File: src/ddc_dummy_unused.sv
`timescale 1ns/100ps
`default_nettype none
`default_nettype wire

File: src/ddc_pkg.sv
package ddc_pkg;

  // ---------------------------------------------------------------
  // serial frame layout
  // ---------------------------------------------------------------
  localparam int unsigned FRAME_BITS  = 32;
  localparam int unsigned FIELD_W     = 4;
  localparam int unsigned CMD_MSB     = 27;
  localparam int unsigned ADDR_MSB    = 23;
  localparam int unsigned DATA_MSB    = 19;
  localparam int unsigned PD_MODE_LSB = 8;
  localparam int unsigned CHSEL_LSB   = 0;
  localparam int unsigned CHAIN_BIT   = 1;
  localparam int unsigned AUX_DIR_BIT = 1;
  localparam int unsigned AUX_VAL_BIT = 0;
  localparam logic [5:0]  LAST_BIT    = 6'h1F;

  // ---------------------------------------------------------------
  // commands and channel addresses
  // ---------------------------------------------------------------
  localparam logic [3:0] CMD_WRITE_IN  = 4'h0;
  localparam logic [3:0] CMD_UPDATE    = 4'h1;
  localparam logic [3:0] CMD_WRITE_ALL = 4'h2;
  localparam logic [3:0] CMD_WRITE_UPD = 4'h3;
  localparam logic [3:0] CMD_POWER     = 4'h4;
  localparam logic [3:0] CMD_CLEAR     = 4'h5;
  localparam logic [3:0] CMD_LOADMASK  = 4'h6;
  localparam logic [3:0] CMD_RESET     = 4'h7;
  localparam logic [3:0] CMD_CHAIN     = 4'h8;
  localparam logic [3:0] CMD_AUX       = 4'h9;
  localparam logic [3:0] ADDR_A        = 4'h0;
  localparam logic [3:0] ADDR_B        = 4'h1;
  localparam logic [3:0] ADDR_ALL      = 4'hF;

  // ---------------------------------------------------------------
  // converter core split
  // ---------------------------------------------------------------
  localparam int unsigned FULL_RES = 16;
  localparam int unsigned SEG_BITS = 4;
  localparam int unsigned SEGS     = 15;
  localparam int unsigned LADDER   = 12;

  // ---------------------------------------------------------------
  // apb register map
  // ---------------------------------------------------------------
  localparam logic [7:0] OFS_CTRL   = 8'h00;
  localparam logic [7:0] OFS_STATUS = 8'h04;
  localparam logic [7:0] OFS_IN_A   = 8'h08;
  localparam logic [7:0] OFS_IN_B   = 8'h0C;
  localparam logic [7:0] OFS_DAC_A  = 8'h10;
  localparam logic [7:0] OFS_DAC_B  = 8'h14;
  localparam logic [7:0] OFS_MODE   = 8'h18;
  localparam logic       CTRL_RESET = 1'h1;

endpackage : ddc_pkg

File: src/ddc_port.sv
// Overview of operation
// RQ1: shift din on each sclk fall, sync low
// RQ2: execute command on the 32nd fall
// RQ3: host raises sync before next frame
// RQ4: host may park sync low when idle
// RQ5: frame: 4 ignored, command, address, data
// RQ6: code is 12/14/16 bits, rest ignored
// RQ7: command 0 loads input register only
// RQ8: command 1 copies input to dac register
// RQ9: command 2 writes input, updates all channels
// RQ10: command 3 writes input and dac together
// RQ11: command 4 sets channel power modes
// RQ12: commands 5/6 load clear code, load mask
// RQ13: command 7 returns to power-on state
// RQ14: command 8 loads chain enable
// RQ15: command 9 sets aux io direction, value
// RQ16: address 0 a, 1 b, f both
// RQ17: early sync rise aborts the frame
// RQ18: abort clears shifter, nothing changes
// RQ19: code is unsigned straight binary
// RQ20: top four bits drive fifteen segments
// RQ21: low twelve bits drive the ladder
// RQ22: sync fall starts a new frame
// RQ23: unknown command or address changes nothing
// RQ24: all-channels address hits both channels
`timescale 1ns/100ps
`default_nettype none
module ddc_port #(
  parameter int unsigned      RES      = 16,
  parameter logic [RES-1:0]   POR_CODE = '0
) (
  input  wire logic                        pclk,
  input  wire logic                        presetn,
  input  wire logic                        psel,
  input  wire logic                        penable,
  input  wire logic                        pwrite,
  input  wire logic [7:0]                  paddr,
  input  wire logic [31:0]                 pwdata,
  output logic      [31:0]                 prdata,
  output logic                             pready,
  output logic                             pslverr,
  input  wire logic                        sync_n,
  input  wire logic                        sclk,
  input  wire logic                        din,
  output logic      [RES-1:0]              dac_code_a,
  output logic      [RES-1:0]              dac_code_b,
  output logic      [ddc_pkg::SEGS-1:0]    seg_a,
  output logic      [ddc_pkg::SEGS-1:0]    seg_b,
  output logic      [ddc_pkg::LADDER-1:0]  ladder_a,
  output logic      [ddc_pkg::LADDER-1:0]  ladder_b,
  output logic      [1:0]                  pd_mode_a,
  output logic      [1:0]                  pd_mode_b,
  output logic      [1:0]                  clear_code,
  output logic      [1:0]                  load_mask,
  output logic                             chain_enable,
  output logic                             aux_digital_io_o,
  output logic                             aux_digital_io_oe_n
);

  if (RES != 12 && RES != 14 && RES != 16) begin : g_bad_res
    $error("RES must be 12, 14 or 16");
  end

  typedef struct packed {
    logic [2:0]                  sy;
    logic [2:0]                  sc;
    logic [1:0]                  di;
    logic                        active;
    logic [5:0]                  cnt;
    logic [31:0]                 sr;
    logic                        exec;
    logic [RES-1:0]              in_a;
    logic [RES-1:0]              in_b;
    logic [RES-1:0]              dac_a;
    logic [RES-1:0]              dac_b;
    logic [1:0]                  pd_a;
    logic [1:0]                  pd_b;
    logic [1:0]                  clr;
    logic [1:0]                  ldm;
    logic                        chain;
    logic                        aux_oe_n;
    logic                        aux_val;
    logic                        ctrl_en;
    logic [7:0]                  n_done;
    logic [7:0]                  n_abort;
    logic [31:0]                 prdata;
    logic                        pready;
    logic                        pslverr;
    logic [ddc_pkg::LADDER-1:0]  lad_a;
    logic [ddc_pkg::LADDER-1:0]  lad_b;
  } ddc_state_s;

  ddc_state_s s;
  ddc_state_s next_s;

  // ---------------------------------------------------------------
  // helpers
  // ---------------------------------------------------------------
  function automatic logic [1:0] ch_sel(input logic [3:0] a);
    logic [1:0] m;
    m = 2'h0;
    unique case (a)
      ddc_pkg::ADDR_A:   m = 2'h1;
      ddc_pkg::ADDR_B:   m = 2'h2;
      ddc_pkg::ADDR_ALL: m = 2'h3;
      default:           m = 2'h0;
    endcase
    return m;
  endfunction : ch_sel

  // narrower codes are left aligned so the core split stays fixed
  function automatic logic [ddc_pkg::FULL_RES-1:0] code16(input logic [RES-1:0] c);
    logic [ddc_pkg::FULL_RES-1:0] w;
    w = ddc_pkg::FULL_RES'(c) << (ddc_pkg::FULL_RES - RES);
    return w;
  endfunction : code16

  logic                         sync_fall;
  logic                         sync_rise;
  logic                         sclk_fall;
  logic [3:0]                   f_cmd;
  logic [3:0]                   f_addr;
  logic [RES-1:0]               f_data;
  logic [1:0]                   f_sel;
  logic [ddc_pkg::FULL_RES-1:0] c16_a;
  logic [ddc_pkg::FULL_RES-1:0] c16_b;
  logic [RES-1:0]               new_in_a;
  logic [RES-1:0]               new_in_b;

  // second stage and its copy only; first stage feeds nothing else
  assign sync_fall = s.sy[2] & ~s.sy[1];
  assign sync_rise = ~s.sy[2] & s.sy[1];
  assign sclk_fall = s.sc[2] & ~s.sc[1];
  assign f_cmd     = s.sr[ddc_pkg::CMD_MSB -: ddc_pkg::FIELD_W];   // RQ5
  assign f_addr    = s.sr[ddc_pkg::ADDR_MSB -: ddc_pkg::FIELD_W];
  assign f_data    = s.sr[ddc_pkg::DATA_MSB -: RES];               // RQ6
  assign f_sel     = ch_sel(f_addr);                               // RQ16
  assign c16_a     = code16(s.dac_a);                              // RQ19
  assign c16_b     = code16(s.dac_b);
  assign new_in_a  = f_sel[0] ? f_data : s.in_a;                   // RQ24
  assign new_in_b  = f_sel[1] ? f_data : s.in_b;

  // ---------------------------------------------------------------
  // next state
  // ---------------------------------------------------------------
  always_comb begin
    next_s       = s;
    next_s.sy    = {s.sy[1:0], sync_n};
    next_s.sc    = {s.sc[1:0], sclk};
    next_s.di    = {s.di[0], din};
    next_s.lad_a = c16_a[ddc_pkg::LADDER-1:0];                    // RQ21
    next_s.lad_b = c16_b[ddc_pkg::LADDER-1:0];                    // RQ21

    // frame capture
    if (sync_fall && s.ctrl_en) begin
      next_s.active = 1'b1;                                        // RQ22
      next_s.cnt    = '0;
      next_s.sr     = '0;
    end else if (s.active && sync_rise) begin
      next_s.active  = 1'b0;                                       // RQ17
      next_s.sr      = '0;                                         // RQ18
      next_s.n_abort = s.n_abort + 8'h01;
    end else if (s.active && sclk_fall && !s.sy[1]) begin
      next_s.sr  = {s.sr[30:0], s.di[1]};                          // RQ1
      next_s.cnt = s.cnt + 6'h01;
      if (s.cnt == ddc_pkg::LAST_BIT) begin
        next_s.active = 1'b0;                                      // RQ2
        next_s.exec   = 1'b1;                                      // RQ2
      end
    end

    // command execution, one cycle after the last bit
    if (s.exec) begin
      next_s.exec   = 1'b0;
      next_s.n_done = s.n_done + 8'h01;
    end
    // reserved address: frame counted, nothing else moves
    if (s.exec && f_sel != 2'h0) begin                             // RQ23
      case (f_cmd)
        ddc_pkg::CMD_WRITE_IN: begin
          next_s.in_a = new_in_a;                                  // RQ7
          next_s.in_b = new_in_b;
        end
        ddc_pkg::CMD_UPDATE: begin
          if (f_sel[0]) begin
            next_s.dac_a = s.in_a;                                 // RQ8
          end
          if (f_sel[1]) begin
            next_s.dac_b = s.in_b;
          end
        end
        ddc_pkg::CMD_WRITE_ALL: begin
          if (f_sel != 2'h0) begin
            next_s.in_a  = new_in_a;                               // RQ9
            next_s.in_b  = new_in_b;
            next_s.dac_a = new_in_a;
            next_s.dac_b = new_in_b;
          end
        end
        ddc_pkg::CMD_WRITE_UPD: begin
          next_s.in_a = new_in_a;                                  // RQ10
          next_s.in_b = new_in_b;
          if (f_sel[0]) begin
            next_s.dac_a = f_data;
          end
          if (f_sel[1]) begin
            next_s.dac_b = f_data;
          end
        end
        ddc_pkg::CMD_POWER: begin
          if (s.sr[ddc_pkg::CHSEL_LSB]) begin
            next_s.pd_a = s.sr[ddc_pkg::PD_MODE_LSB +: 2];         // RQ11
          end
          if (s.sr[ddc_pkg::CHSEL_LSB + 1]) begin
            next_s.pd_b = s.sr[ddc_pkg::PD_MODE_LSB +: 2];
          end
        end
        ddc_pkg::CMD_CLEAR: begin
          next_s.clr = s.sr[ddc_pkg::CHSEL_LSB +: 2];              // RQ12
        end
        ddc_pkg::CMD_LOADMASK: begin
          next_s.ldm = s.sr[ddc_pkg::CHSEL_LSB +: 2];              // RQ12
        end
        ddc_pkg::CMD_RESET: begin
          next_s.in_a    = POR_CODE;                               // RQ13
          next_s.in_b    = POR_CODE;
          next_s.dac_a   = POR_CODE;
          next_s.dac_b   = POR_CODE;
          next_s.pd_a    = '0;
          next_s.pd_b    = '0;
          next_s.clr     = '0;
          next_s.ldm     = '0;
          next_s.chain   = 1'b0;
          next_s.aux_oe_n = 1'b1;
          next_s.aux_val = 1'b0;
        end
        ddc_pkg::CMD_CHAIN: begin
          next_s.chain = s.sr[ddc_pkg::CHAIN_BIT];                 // RQ14
        end
        ddc_pkg::CMD_AUX: begin
          next_s.aux_oe_n = ~s.sr[ddc_pkg::AUX_DIR_BIT];           // RQ15
          next_s.aux_val = s.sr[ddc_pkg::AUX_VAL_BIT];
        end
        default: begin
          next_s.exec = 1'b0;                                      // RQ23
        end
      endcase
    end

    // apb slave: answer prepared in setup, given in the access cycle
    next_s.pready  = psel && !penable;
    next_s.pslverr = 1'b0;
    if (psel && !penable) begin
      next_s.prdata = '0;
      unique case (paddr)
        ddc_pkg::OFS_CTRL:   next_s.prdata = {31'h0, s.ctrl_en};
        ddc_pkg::OFS_STATUS: next_s.prdata = {s.n_abort, s.n_done, 8'h0, s.cnt, s.exec, s.active};
        ddc_pkg::OFS_IN_A:   next_s.prdata = 32'(s.in_a);
        ddc_pkg::OFS_IN_B:   next_s.prdata = 32'(s.in_b);
        ddc_pkg::OFS_DAC_A:  next_s.prdata = 32'(s.dac_a);
        ddc_pkg::OFS_DAC_B:  next_s.prdata = 32'(s.dac_b);
        ddc_pkg::OFS_MODE:   next_s.prdata = {20'h0, s.ldm, s.clr, 1'b0, s.aux_val,
                                              ~s.aux_oe_n, s.chain, s.pd_b, s.pd_a};
        default:             next_s.pslverr = 1'b1;
      endcase
    end
    if (psel && penable && s.pready && pwrite && paddr == ddc_pkg::OFS_CTRL) begin
      next_s.ctrl_en = pwdata[0];
    end
  end

  always_ff @(posedge pclk or negedge presetn) begin
    if (!presetn) begin
      s         <= '0;
      s.sy      <= 3'h7;
      s.sc      <= 3'h7;
      s.in_a    <= POR_CODE;
      s.in_b    <= POR_CODE;
      s.dac_a   <= POR_CODE;
      s.dac_b   <= POR_CODE;
      s.ctrl_en <= ddc_pkg::CTRL_RESET;
      s.aux_oe_n <= 1'b1;
    end else begin
      s <= next_s;
    end
  end

  // ---------------------------------------------------------------
  // segment decoders
  // ---------------------------------------------------------------
  ddc_thermo u_seg_a (
    .pclk    (pclk),
    .presetn (presetn),
    .code    (c16_a[ddc_pkg::FULL_RES-1 -: ddc_pkg::SEG_BITS]),
    .segs    (seg_a)
  );

  ddc_thermo u_seg_b (
    .pclk    (pclk),
    .presetn (presetn),
    .code    (c16_b[ddc_pkg::FULL_RES-1 -: ddc_pkg::SEG_BITS]),
    .segs    (seg_b)
  );

  assign prdata              = s.prdata;
  assign pready              = s.pready;
  assign pslverr             = s.pslverr;
  assign dac_code_a          = s.dac_a;
  assign dac_code_b          = s.dac_b;
  assign ladder_a            = s.lad_a;
  assign ladder_b            = s.lad_b;
  assign pd_mode_a           = s.pd_a;
  assign pd_mode_b           = s.pd_b;
  assign clear_code          = s.clr;
  assign load_mask           = s.ldm;
  assign chain_enable        = s.chain;
  assign aux_digital_io_o    = s.aux_val;
  assign aux_digital_io_oe_n = s.aux_oe_n;

  // ---------------------------------------------------------------
  // checks
  // ---------------------------------------------------------------
  a_shift_bit: assert property (@(posedge pclk) disable iff (!presetn) // RQ1
    (s.active && sclk_fall && !s.sy[1] && !sync_fall && !sync_rise)
    |=> s.sr == {$past(s.sr[30:0]), $past(s.di[1])})
    else $error("shift register did not take the data bit");

  a_last_exec: assert property (@(posedge pclk) disable iff (!presetn) // RQ2
    (s.active && sclk_fall && !s.sy[1] && !sync_rise && !sync_fall &&
     s.cnt == ddc_pkg::LAST_BIT) |=> (s.exec && !s.active) ##1 !s.exec)
    else $error("frame not executed on the last falling edge");

  a_abort_clear: assert property (@(posedge pclk) disable iff (!presetn) // RQ18
    (s.active && sync_rise && !sync_fall) |=> (s.sr == '0 && !s.active && !s.exec))
    else $error("aborted frame left data behind");

  a_frame_start: assert property (@(posedge pclk) disable iff (!presetn) // RQ22
    (sync_fall && s.ctrl_en) |=> (s.active && s.cnt == '0))
    else $error("sync fall did not start a frame");

  a_write_input: assert property (@(posedge pclk) disable iff (!presetn) // RQ7
    (s.exec && f_cmd == ddc_pkg::CMD_WRITE_IN && f_addr == ddc_pkg::ADDR_A)
    |=> (s.in_a == $past(f_data) && $stable(s.dac_a)))
    else $error("input write touched the wrong register");

  a_update_dac: assert property (@(posedge pclk) disable iff (!presetn) // RQ8
    (s.exec && f_cmd == ddc_pkg::CMD_UPDATE && f_addr == ddc_pkg::ADDR_A)
    |=> s.dac_a == $past(s.in_a))
    else $error("update did not copy input register");

  a_both_direct: assert property (@(posedge pclk) disable iff (!presetn) // RQ24
    (s.exec && f_cmd == ddc_pkg::CMD_WRITE_UPD && f_addr == ddc_pkg::ADDR_ALL)
    |=> (s.dac_a == $past(f_data) && s.dac_b == $past(f_data)))
    else $error("all-channels write missed a channel");

  a_soft_reset: assert property (@(posedge pclk) disable iff (!presetn) // RQ13
    (s.exec && f_cmd == ddc_pkg::CMD_RESET && f_sel != 2'h0)
    |=> (s.dac_a == POR_CODE && s.in_b == POR_CODE && s.pd_a == '0 && !s.chain))
    else $error("software reset incomplete");

  a_reserved_addr: assert property (@(posedge pclk) disable iff (!presetn) // RQ23
    (s.exec && f_sel == 2'h0 && f_cmd <= ddc_pkg::CMD_WRITE_UPD)
    |=> ($stable(s.in_a) && $stable(s.in_b) && $stable(s.dac_a) && $stable(s.dac_b)))
    else $error("reserved address changed a register");

  a_ladder_bits: assert property (@(posedge pclk) disable iff (!presetn) // RQ21
    ##1 ladder_a == $past(c16_a[ddc_pkg::LADDER-1:0]))
    else $error("ladder does not follow the code");

endmodule : ddc_port
`default_nettype wire

File: src/ddc_thermo.sv
`timescale 1ns/100ps
`default_nettype none
module ddc_thermo (
  input  wire logic                       pclk,
  input  wire logic                       presetn,
  input  wire logic [ddc_pkg::SEG_BITS-1:0] code,
  output logic      [ddc_pkg::SEGS-1:0]     segs
);

  typedef struct packed {
    logic [ddc_pkg::SEGS-1:0] segs;
  } ddc_thermo_s;

  ddc_thermo_s s;
  ddc_thermo_s next_s;

  // ---------------------------------------------------------------
  // thermometer decode
  // ---------------------------------------------------------------
  always_comb begin
    next_s = s;
    for (int i = 0; i < ddc_pkg::SEGS; i++) begin
      next_s.segs[i] = (code > i[ddc_pkg::SEG_BITS-1:0]); // RQ20
    end
  end

  always_ff @(posedge pclk or negedge presetn) begin
    if (!presetn) begin
      s <= '0;
    end else begin
      s <= next_s;
    end
  end

  assign segs = s.segs;

endmodule : ddc_thermo
`default_nettype wire

File: config.mk
export PLATFORM = sky130hd
export DESIGN_NAME = ddc_port
export DESIGN_NICKNAME = d
export VERILOG_FILES = /design/src/ddc_dummy_unused.sv /design/src/ddc_pkg.sv /design/src/ddc_port.sv /design/src/ddc_thermo.sv
export SDC_FILE = /design/constraint.sdc
export NUM_CORES = 1
export LEC_CHECK = 0
export BUFFER_PORTS_ARGS = -buffer_cell sky130_fd_sc_hd__buf_4
export CAP_MARGIN = 5
export CORE_UTILIZATION = 41
export CTS_BUF_LIST = sky130_fd_sc_hd__clkbuf_8
export CTS_CLUSTER_SIZE = 24
export DETAILED_ROUTE_END_ITERATION = 10
export PLACE_DENSITY = 0.7
export SLEW_MARGIN = 20
export SYNTH_ARGS = -nofsm -noshare
export SYNTH_HDL_FRONTEND = slang
export SYNTH_SLANG_ARGS = --single-unit
File: constraint.sdc
create_clock -name pclk -period 3.6 [get_ports pclk]
set_clock_uncertainty 0.05 [all_clocks]
set_input_delay 0.18 -clock pclk [delete_from_list [all_inputs] [get_ports pclk]]
set_output_delay 0.18 -clock pclk [all_outputs]
set_load 0.02 [all_outputs]
Yosys cells after proc, flatten, opt, wreduce, memory -nomap -nowiden
Index checks and enable logic that the tools add are counted.
{ "totals": {"register_bits": 227, "in_bits": 48, "elab_cells": 169} }
{ "classes": {"n_addsub": 3, "magnitude_cmp": 30, "n_eq_ne": 26, "muxes": 32, "bitwise": 9, "n_reduce_logical": 41} }
{ "ops": {"columns": ["operator", "count"], "rows": [
  ["case mux 32 bit (7 select lines)", 1],
  ["case mux 32 bit (4 select lines)", 1],
  ["2-to-1 mux 16 bit", 6],
  ["case mux 32 bit (3 select lines)", 1],
  ["2-to-1 mux 76 bit", 1],
  ["2-to-1 mux 64 bit", 1],
  ["> comparator 4 bit (second input constant)", 14],
  ["2-to-1 mux 40 bit", 1],
  ["2-to-1 mux 39 bit", 1],
  ["> comparator 4 x 3 -> 1 bit (second input constant)", 8],
  ["2-to-1 mux 32 bit", 1],
  ["equality test 8 x 5 -> 1 bit (second input constant)", 3],
  ["adder 8 x 1 -> 8 bit (second input constant)", 2],
  ["equality test 4 x 3 -> 1 bit (second input constant)", 4],
  ["equality test 8 x 4 -> 1 bit (second input constant)", 2],
  ["> comparator 4 x 1 -> 1 bit (second input constant)", 4],
  ["> comparator 4 x 2 -> 1 bit (second input constant)", 4],
  ["inequality test 2 bit (second input constant)", 8],
  ["AND reduction 2 bit", 7],
  ["nonzero test 2 bit", 7],
  ["equality test 4 bit (second input constant)", 3],
  ["case mux 2 bit (2 select lines)", 3],
  ["logical AND 1 bit", 10],
  ["AND reduction 5 bit", 2],
  ["22 further kinds", 46]
]} }

Logic depth before layout (Yosys ltp)
Gate-level depths: netlist (run 1).
{ "logic_depth": {"ltp_word": 10, "mapped_depth": 7, "ltp_nobuf": 5} }

Modules after synthesis
From an unflattened synthesis (run 1), not the netlist that was laid out.
{ "unflattened": {"hier_cells": 844, "area_unflattened_um2": 10131.0} }
{ "modules_own_cells": {"columns": ["module", "instances", "cells_per_inst", "area_each_um2"], "rows": [
  ["ddc_port", 1, 766, 9112.5],
  ["ddc_thermo", 2, 39, 509.2]
]} }

Worst setup path after synthesis (run 1)
No wires, ideal clock.
{ "synth_timing": {"kind": "reg2reg", "startpoint": "register s (netlist bit f_addr[3])", "endpoint": "register s (netlist bit dac_code_a[10])", "setup_time_ns": 0.125, "arrival_time_ns": 1.983, "path_slack_ns": 1.443, "path_stages_with_launch": 7, "path_buffers": 2, "synth_period_minus_slack_ns": 2.157, "cell_sequence": "dfrtp_1 -> buf_6 -> nor4_4 -> o21ai_1 -> a221oi_4 -> buf_6 -> mux2_2"} }
{ "synth_via": {"elab_chain_len": 5} }
{ "synth_lines": {"columns": ["element", "line", "source"], "rows": [
  ["from (decl)", "ddc_port.sv:93", "ddc_state_s s;"],
  ["from (signal assigned)", "ddc_port.sv:284", "s <= next_s;"],
  ["equality test 4 bit (tied with other cells)", "ddc_port.sv:102", "unique case (a)"],
  ["case mux 2 bit (3 select lines) *", "ddc_port.sv:102", null],
  ["2-to-1 mux 16 bit or nonzero test 2 bit (tied branches)", "ddc_port.sv:140, ddc_port.sv:178, ddc_port.sv:193", null],
  ["2-to-1 mux 64 bit (tied with other cells)", "ddc_port.sv:193", "if (f_sel != 2'h0) begin"],
  ["case mux 32 bit (4 select lines) or AND reduction 5 bit (tied branches)", null, null]
]} }
Mark *: on every way between the ends. The rest lies on a longest branch, timed or not. The select of a mux whose other input is x is not followed.
A chain may end at the register's enable or synchronous reset.

Worst setup path in the final report (run 1)
{ "layout_timing": {"startpoint": "register s (netlist bit f_addr[3])", "endpoint": "register s[126] (netlist bit)"} }
{ "layout_via": {"elab_chain_len": 5} }
{ "layout_lines": {"columns": ["element", "line"], "rows": [
  ["equality test 4 bit (tied with other cells)", "ddc_port.sv:102"],
  ["case mux 2 bit (3 select lines) *", "ddc_port.sv:102"],
  ["2-to-1 mux 16 bit or nonzero test 2 bit (tied branches)", "ddc_port.sv:141, ddc_port.sv:178, ddc_port.sv:193"],
  ["2-to-1 mux 64 bit (tied with other cells)", "ddc_port.sv:193"],
  ["case mux 32 bit (3 select lines) or AND reduction 3 bit (tied branches)", null]
]} }
Marked as above.

==> impl_metrics.json, run 1 <==
{
  "run_status": "finished, final reports clean",
  "yosysSeqAreaShare": 0.526,
  "synth_edf_count": 0,
  "hold_depth": 4,
  "finalSetupViolCount": 0,
  "maxSlewViolCount": 0,
  "synth_cells": 892,
  "worstPathRequired_ps": 3940,
  "gp_congestion": 0.830,
  "avgSynthCellArea_um2": 12.0,
  "insertion_delay_ps": 530,
  "tns_ps": 0,
  "hold_viol": 0,
  "reg2reg_to": "s[126]",
  "post-route-period-util": 0.800,
  "cp_max_fo": 18,
  "utilization": 0.478,
  "vias_per_cell": 5.77,
  "core.rowCount": 58,
  "hold_start": "paddr[6]",
  "p_leak_nw": 6.01,
  "register_area_mm2": 0.00562,
  "ant_nets": 0,
  "die_w_um": 163,
  "ir_worst_vdd_uv": 233,
  "die_y_um": 163,
  "ys_types": 65,
  "cts_tree": "done",
  "cts_root_buf": "clkbuf_8",
  "max_freq_ghz": 0.347,
  "crit_arrival_ps": 3220,
  "p_total_w": 0.00490,
  "max_slew.worst_pin.slew_ps": 1040,
  "numCtsBuffers": 39,
  "r2r_setup_slack_ps": 720,
  "synth_area_leaders": "dfrtp_1 51%, buf_4 6.9%, a22o_1 6.6%, mux2_2 4.7%, mux2i_1 2.3%",
  "vias": 7446,
  "core_area_mm2": 0.0254,
  "diodes": 0,
  "netlist_area_mm2": 0.0107,
  "rsz0062_at_grt": "false",
  "cts_resized": 0,
  "htreeDepth": 2,
  "areaGrowthSynthToFinish_pct": 13.7,
  "drive_gt1_frac": 0.307,
  "fin_crit_ps": 2880,
  "cap_violations": 0,
  "yosysWarnings": 0,
  "hold_class": "in2reg",
  "critPathKind": "reg2reg",
  "multi_input_area_mm2": 0.00399,
  "detail_route.wirelength_um": 26600,
  "first_pass_iters": 5,
  "grt_pass1_wl_um": 41700,
  "grt_max_degree": 90,
  "io_pins": 179,
  "r2r_cells": 4,
  "fillers": 2287,
  "relSlewSlack": 0.308,
  "start_util": 0.421,
  "wire_per_inst_um": 20.6,
  "synth_top_flop_cell": "dfrtp_1",
  "drc": 0,
  "synth_nets": 943,
  "ys_seq_elements": 224,
  "async_flop_share": 1.00,
  "antenna_found_initial": 0,
  "holdWs_ps": 77.2,
  "drt_iter0_markers": 868,
  "grt_pass1_vias": 7390,
  "worstSetupStartpointType": "register",
  "placed_area_mm2": 0.0113,
  "gr-total-overflow": 0,
  "dp_hpwl_um": 17300,
  "cts.sinks": 224,
  "die_area_mm2": 0.0267,
  "clock_path_buffers": 3,
  "yosys.area.top_type": "dfrtp_1",
  "clk_pin_slew_ps": 60,
  "powerDensity_mw_per_mm2": 404,
  "cp-end-kind": "register",
  "whs_endpoint": "pslverr",
  "grt_use_total": 0.202,
  "yosysTopAreaCellShare": 0.506,
  "r2r-start": "f_addr[3]",
  "portBuffers": 147,
  "postLayoutCellArea_mm2": 0.0121,
  "fin_nets": 990
}
-- cell usage after synthesis (all sizes together), types with 3 or more instances --
cell and number:
and3b 12, mux2i 25, a22o 81, dfstp 8
and4 25, a32o 8, o211ai 19, o21ai 10
or2 3, inv 9, o2111ai 3, and3 7
dfrtp 216, clkbuf 51, nor3 12, o22ai 4
nor2b 9, nand2 26, ha 3, a21oi 7
a211o 7, buf 118, o21a 6, xnor2 10
nand4 23, nor4 4, or3 5, a21boi 8
nor2 16, mux2 49, and2 6, nand2b 10
a21o 3, a221o 24, nand3 19, nor3b 3
a221oi 13, xor2 9
-- cell families (layout without fill, tap and decap cells) --
| family | count (synthesis) | in the layout | synth area share |
|---|---|---|---|
| xor gates and xnor gates | 19 | 19 | 0.0156 |
| DFF | 224 | 224 | 0.526 |
| adders and majority gates | 3 | 3 | 0.00351 |
| and+or+nand+nor | 190 | 190 | 0.112 |
| AOI/OAI and AO/OA | 204 | 204 | 0.166 |
| buffers and inverters | 178 | 247 | 0.102 |
| muxes | 74 | 74 | 0.0758 |
-- flip-flops by register name (all words and copies together) (netlist names), 4 cells and up --
name and cells:
ladder_a 12, f_addr 4, dac_code_a 16, ladder_b 12, u_seg_a.segs 15, next_s 5
u_seg_b.segs 15, f_cmd 4, f_data 16, prdata 32, s 64, dac_code_b 16
-- layer usage --
layer | part of all wire | global-route usage | vias up
met5 | 0 | 0 | -
met4 | 0.030 | 0.0786 | 0
met3 | 0.084 | 0.0513 | 54
met2 | 0.46 | 0.308 | 340
met1 | 0.42 | 0.273 | 3709
li1 | - | - | 3343
-- worst max path at each step --
stage | startpoint | to
2_1_floorplan | f_addr[3] | dac_code_a[10]
3_5_place_dp | f_addr[2] | dac_code_b[3]
4_1_cts | f_addr[2] | dac_code_b[3]
6_report | f_addr[3] | s[126]
5_1_grt | f_addr[2] | dac_code_b[3]
3_3_place_gp | f_addr[3] | s[118]
-- repair_timing --
action | 4_1_cts | 5_1_grt
hold buffers | 7 | 0
hold endpoints to repair | 91 | 0
buffers inserted | 0 | 0
-- power by group --
part | total [W] | switching, W | leakage [nW] | internal (W)
clock network | 0.00223 | 0.00102 | 0.401 | 0.00121
registers | 0.00253 | 0.00000397 | 3.10 | 0.00253
logic | 0.000141 | 0.000101 | 2.51 | 0.0000401
total | 0.00490 | 0.00113 | 6.01 | 0.00378
-- cell type report --
cell class              count  share of cell area
clock buffers              45              0.0510
clock inverters            18             0.00979
inverters                   9             0.00278
multi-input cells         490               0.329
flip-flops and latches    224               0.462
well taps                 330              0.0340
repair buffers            175               0.111
-- stage by stage --
stage	std cells	worst slack, ps
global route	1291	629
floorplan	892	1440
finish	1291	721
detailed placement	1221	794
global placement	1221	837
CTS	1291	797
-- critical path: stages (launching register included) --
cell and delay, ps:
dfrtp_1 480, or4b_1 970, nand2_1 270, o2111ai_2 540, a22o_1 440
-- cells in the final DEF (no fill, tap or decap), drive strengths merged, types with 12 or more instances in the layout --
cell type / instances
a221o: 24
a221oi: 13
a22o: 81
and3b: 12
and4: 25
buf: 168
clkbuf: 45
dfrtp: 216
inv: 17
mux2: 49
mux2i: 25
nand2: 26
nand3: 19
nand4: 23
nor2: 16
nor3: 12
o211ai: 19
(Power assumes the default switching activity.)
==> run 2, diff against run 1 <==
==> constraint.sdc (replaced) <==
create_clock -name pclk -period 3 [get_ports pclk]
set_clock_uncertainty 0.05 [all_clocks]
set_input_delay 0.15 -clock pclk [delete_from_list [all_inputs] [get_ports pclk]]
set_output_delay 0.15 -clock pclk [all_outputs]
set_load 0.02 [all_outputs]
==> run 2 against run 1 <==
Net effect:
- cell count up 2.0%
- design area up 1.5%
- global-route usage up 0.34 points
- utilization up 0.73 points
- sequential cell count unchanged
- routed wire length up 1.5%
- sequential share of layout area down 0.70 points
- critical endpoint is now dac_code_b[9]
- largest cell class unchanged
- largest power group unchanged
==> impl_metrics.json, run 2 (synthesis results as in run 1) <==
{
  "run_status": "finished, final reports clean",
  "p_int_w": 0.00459,
  "worstSetupStartpointType": "register",
  "vias": 7649,
  "clock_path_buffers": 3,
  "cts_root_buf": "clkbuf_8",
  "insertion_delay_ps": 540,
  "core_area_mm2": 0.0254,
  "die_y_um": 163,
  "numCtsBuffers": 39,
  "max_slew.worst_pin.slew_ps": 901,
  "first_pass_iters": 5,
  "grt_max_degree": 86,
  "detail_route.wirelength_um": 27000,
  "clockPowerShare": 0.459,
  "critPathBufInv": 0,
  "cp_slowest_stage_delay_ps": 890,
  "cts_tree": "done",
  "die_w_um": 163,
  "maxSlewViolCount": 0,
  "io_pins": 179,
  "start_util": 0.421,
  "crit_arrival_ps": 3060,
  "critPathKind": "reg2reg",
  "tns_ps": 0,
  "post_cts_buffers": 0,
  "drt_iter0_markers": 700,
  "final_common_cell": "dfrtp_1",
  "hold_class": "in2reg",
  "largest_reg_flops": 64,
  "seqPwrFrac": 0.512,
  "die_area_mm2": 0.0267,
  "cap_violations": 0,
  "clk_pin_slew_ps": 60,
  "path_delay_family": "compound AO/OA/AOI/OAI gates",
  "powerDensity_mw_per_mm2": 481,
  "drive_gt1_frac": 0.313,
  "p_leak_nw": 6.16,
  "drc": 0,
  "fin_nets": 1010,
  "htreeDepth": 2,
  "fin_crit_ps": 2670,
  "ir_worst_vdd_uv": 257,
  "portBuffers": 147,
  "wire_per_inst_um": 20.5,
  "finalSetupViolCount": 0,
  "relSlewSlack": 0.400,
  "antenna_found_initial": 0,
  "dp_hpwl_um": 17900,
  "vias_per_cell": 5.81,
  "critPathSlowestCell": "a311oi_4",
  "grt_pass1_vias": 7622,
  "crit_chain": "or4b_1 -> a311oi_4 -> a211o_1 -> mux2_2",
  "post-route-period-util": 0.890,
  "gr-total-overflow": 0,
  "mostFrequentLayoutCells": "216 x dfrtp_1, 183 x buf_4, 81 x a22o_1, 47 x clkbuf_8, 45 x mux2_2",
  "hold_viol": 0,
  "p_sw_frac": 0.227,
  "top_register": "s",
  "core.rowCount": 58,
  "gp_congestion": 0.858,
  "cts.sinks": 224,
  "max_freq_ghz": 0.375,
  "p_comb_frac": 0.029,
  "cp_max_fo": 15,
  "areaGrowthSynthToFinish_pct": 15.4,
  "r2r_setup_slack_ps": 330,
  "p_total_w": 0.00594,
  "p_sw_w": 0.00135,
  "fillers": 2296,
  "grt_use_total": 0.205,
  "grt_pass1_wl_um": 42900,
  "worstPathRequired_ps": 3390,
  "cp-end-kind": "register",
  "diodes": 0,
  "rsz0062_at_grt": "false",
  "ant_nets": 0
}
## run 2: what timing repair did
action | CTS | global route
resized for setup | 0 | 0
endpoints found under the hold margin | 86 | 0
hold buffers | 10 | 0
## run 2: final timing paths
path | start | endpoint | depth (start not counted)
worst max register to register | f_addr[3] | dac_code_b[9] | 4
min in group asynchronous | presetn | s[58] | 2
max in group asynchronous | presetn | aux_digital_io_oe_n | 3
worst min-delay path | paddr[0] | prdata[0] | 4
worst min register to register | next_s[191] | s[191] | 0
worst max-delay path | f_addr[3] | dac_code_b[9] | 4
## run 2: through the flow
step,cells,setup slack [ps],hold WS (ps),area (um^2),util
final,1317,331,53.9,12300,0.486
after global routing,1317,229,80.1,12300,0.486
after floorplan,892,843,-196,10700,-
after global placement,1238,359,150,11500,0.451
after detailed placement,1238,349,149,11500,0.451
after CTS,1317,350,30.5,12300,0.486
## run 2: worst register-to-register path: stages (launching register included)
cell and delay (ps):
dfrtp_1 480, or4b_1 790, a311oi_4 890, a211o_1 250, mux2_2 150
## run 2: cell type report
class	instances	area (um^2)	share of cell area
Timing Repair Buffer	195	1510	0.122
Clock inverter	22	120	0.00974
Tap cell	330	413	0.0335
Sequential cell	224	5620	0.455
Clock buffer	47	647	0.0525
Inverter	9	33.8	0.00274
Multi-Input combinational cell	490	3990	0.324
## run 2: layer usage
metal | vias to the layer above | share of wire | wire, um | track usage
li1 | 3400 | - | - | -
met1 | 3865 | 0.44 | 11800 | 0.285
met2 | 312 | 0.47 | 12600 | 0.318
met3 | 72 | 0.071 | 1920 | 0.0409
met4 | 0 | 0.026 | 695 | 0.0692
met5 | - | 0 | 0 | 0
## run 2: power groups by stage
stage          registers (W)  clock network [W]   logic, W
2_1_floorplan        0.00309                  0  0.0000576
5_1_grt              0.00304            0.00293   0.000194
4_1_cts              0.00304            0.00279   0.000178
6_report             0.00304            0.00272   0.000175
3_5_place_dp         0.00309                  0   0.000168
3_3_place_gp         0.00309                  0   0.000165
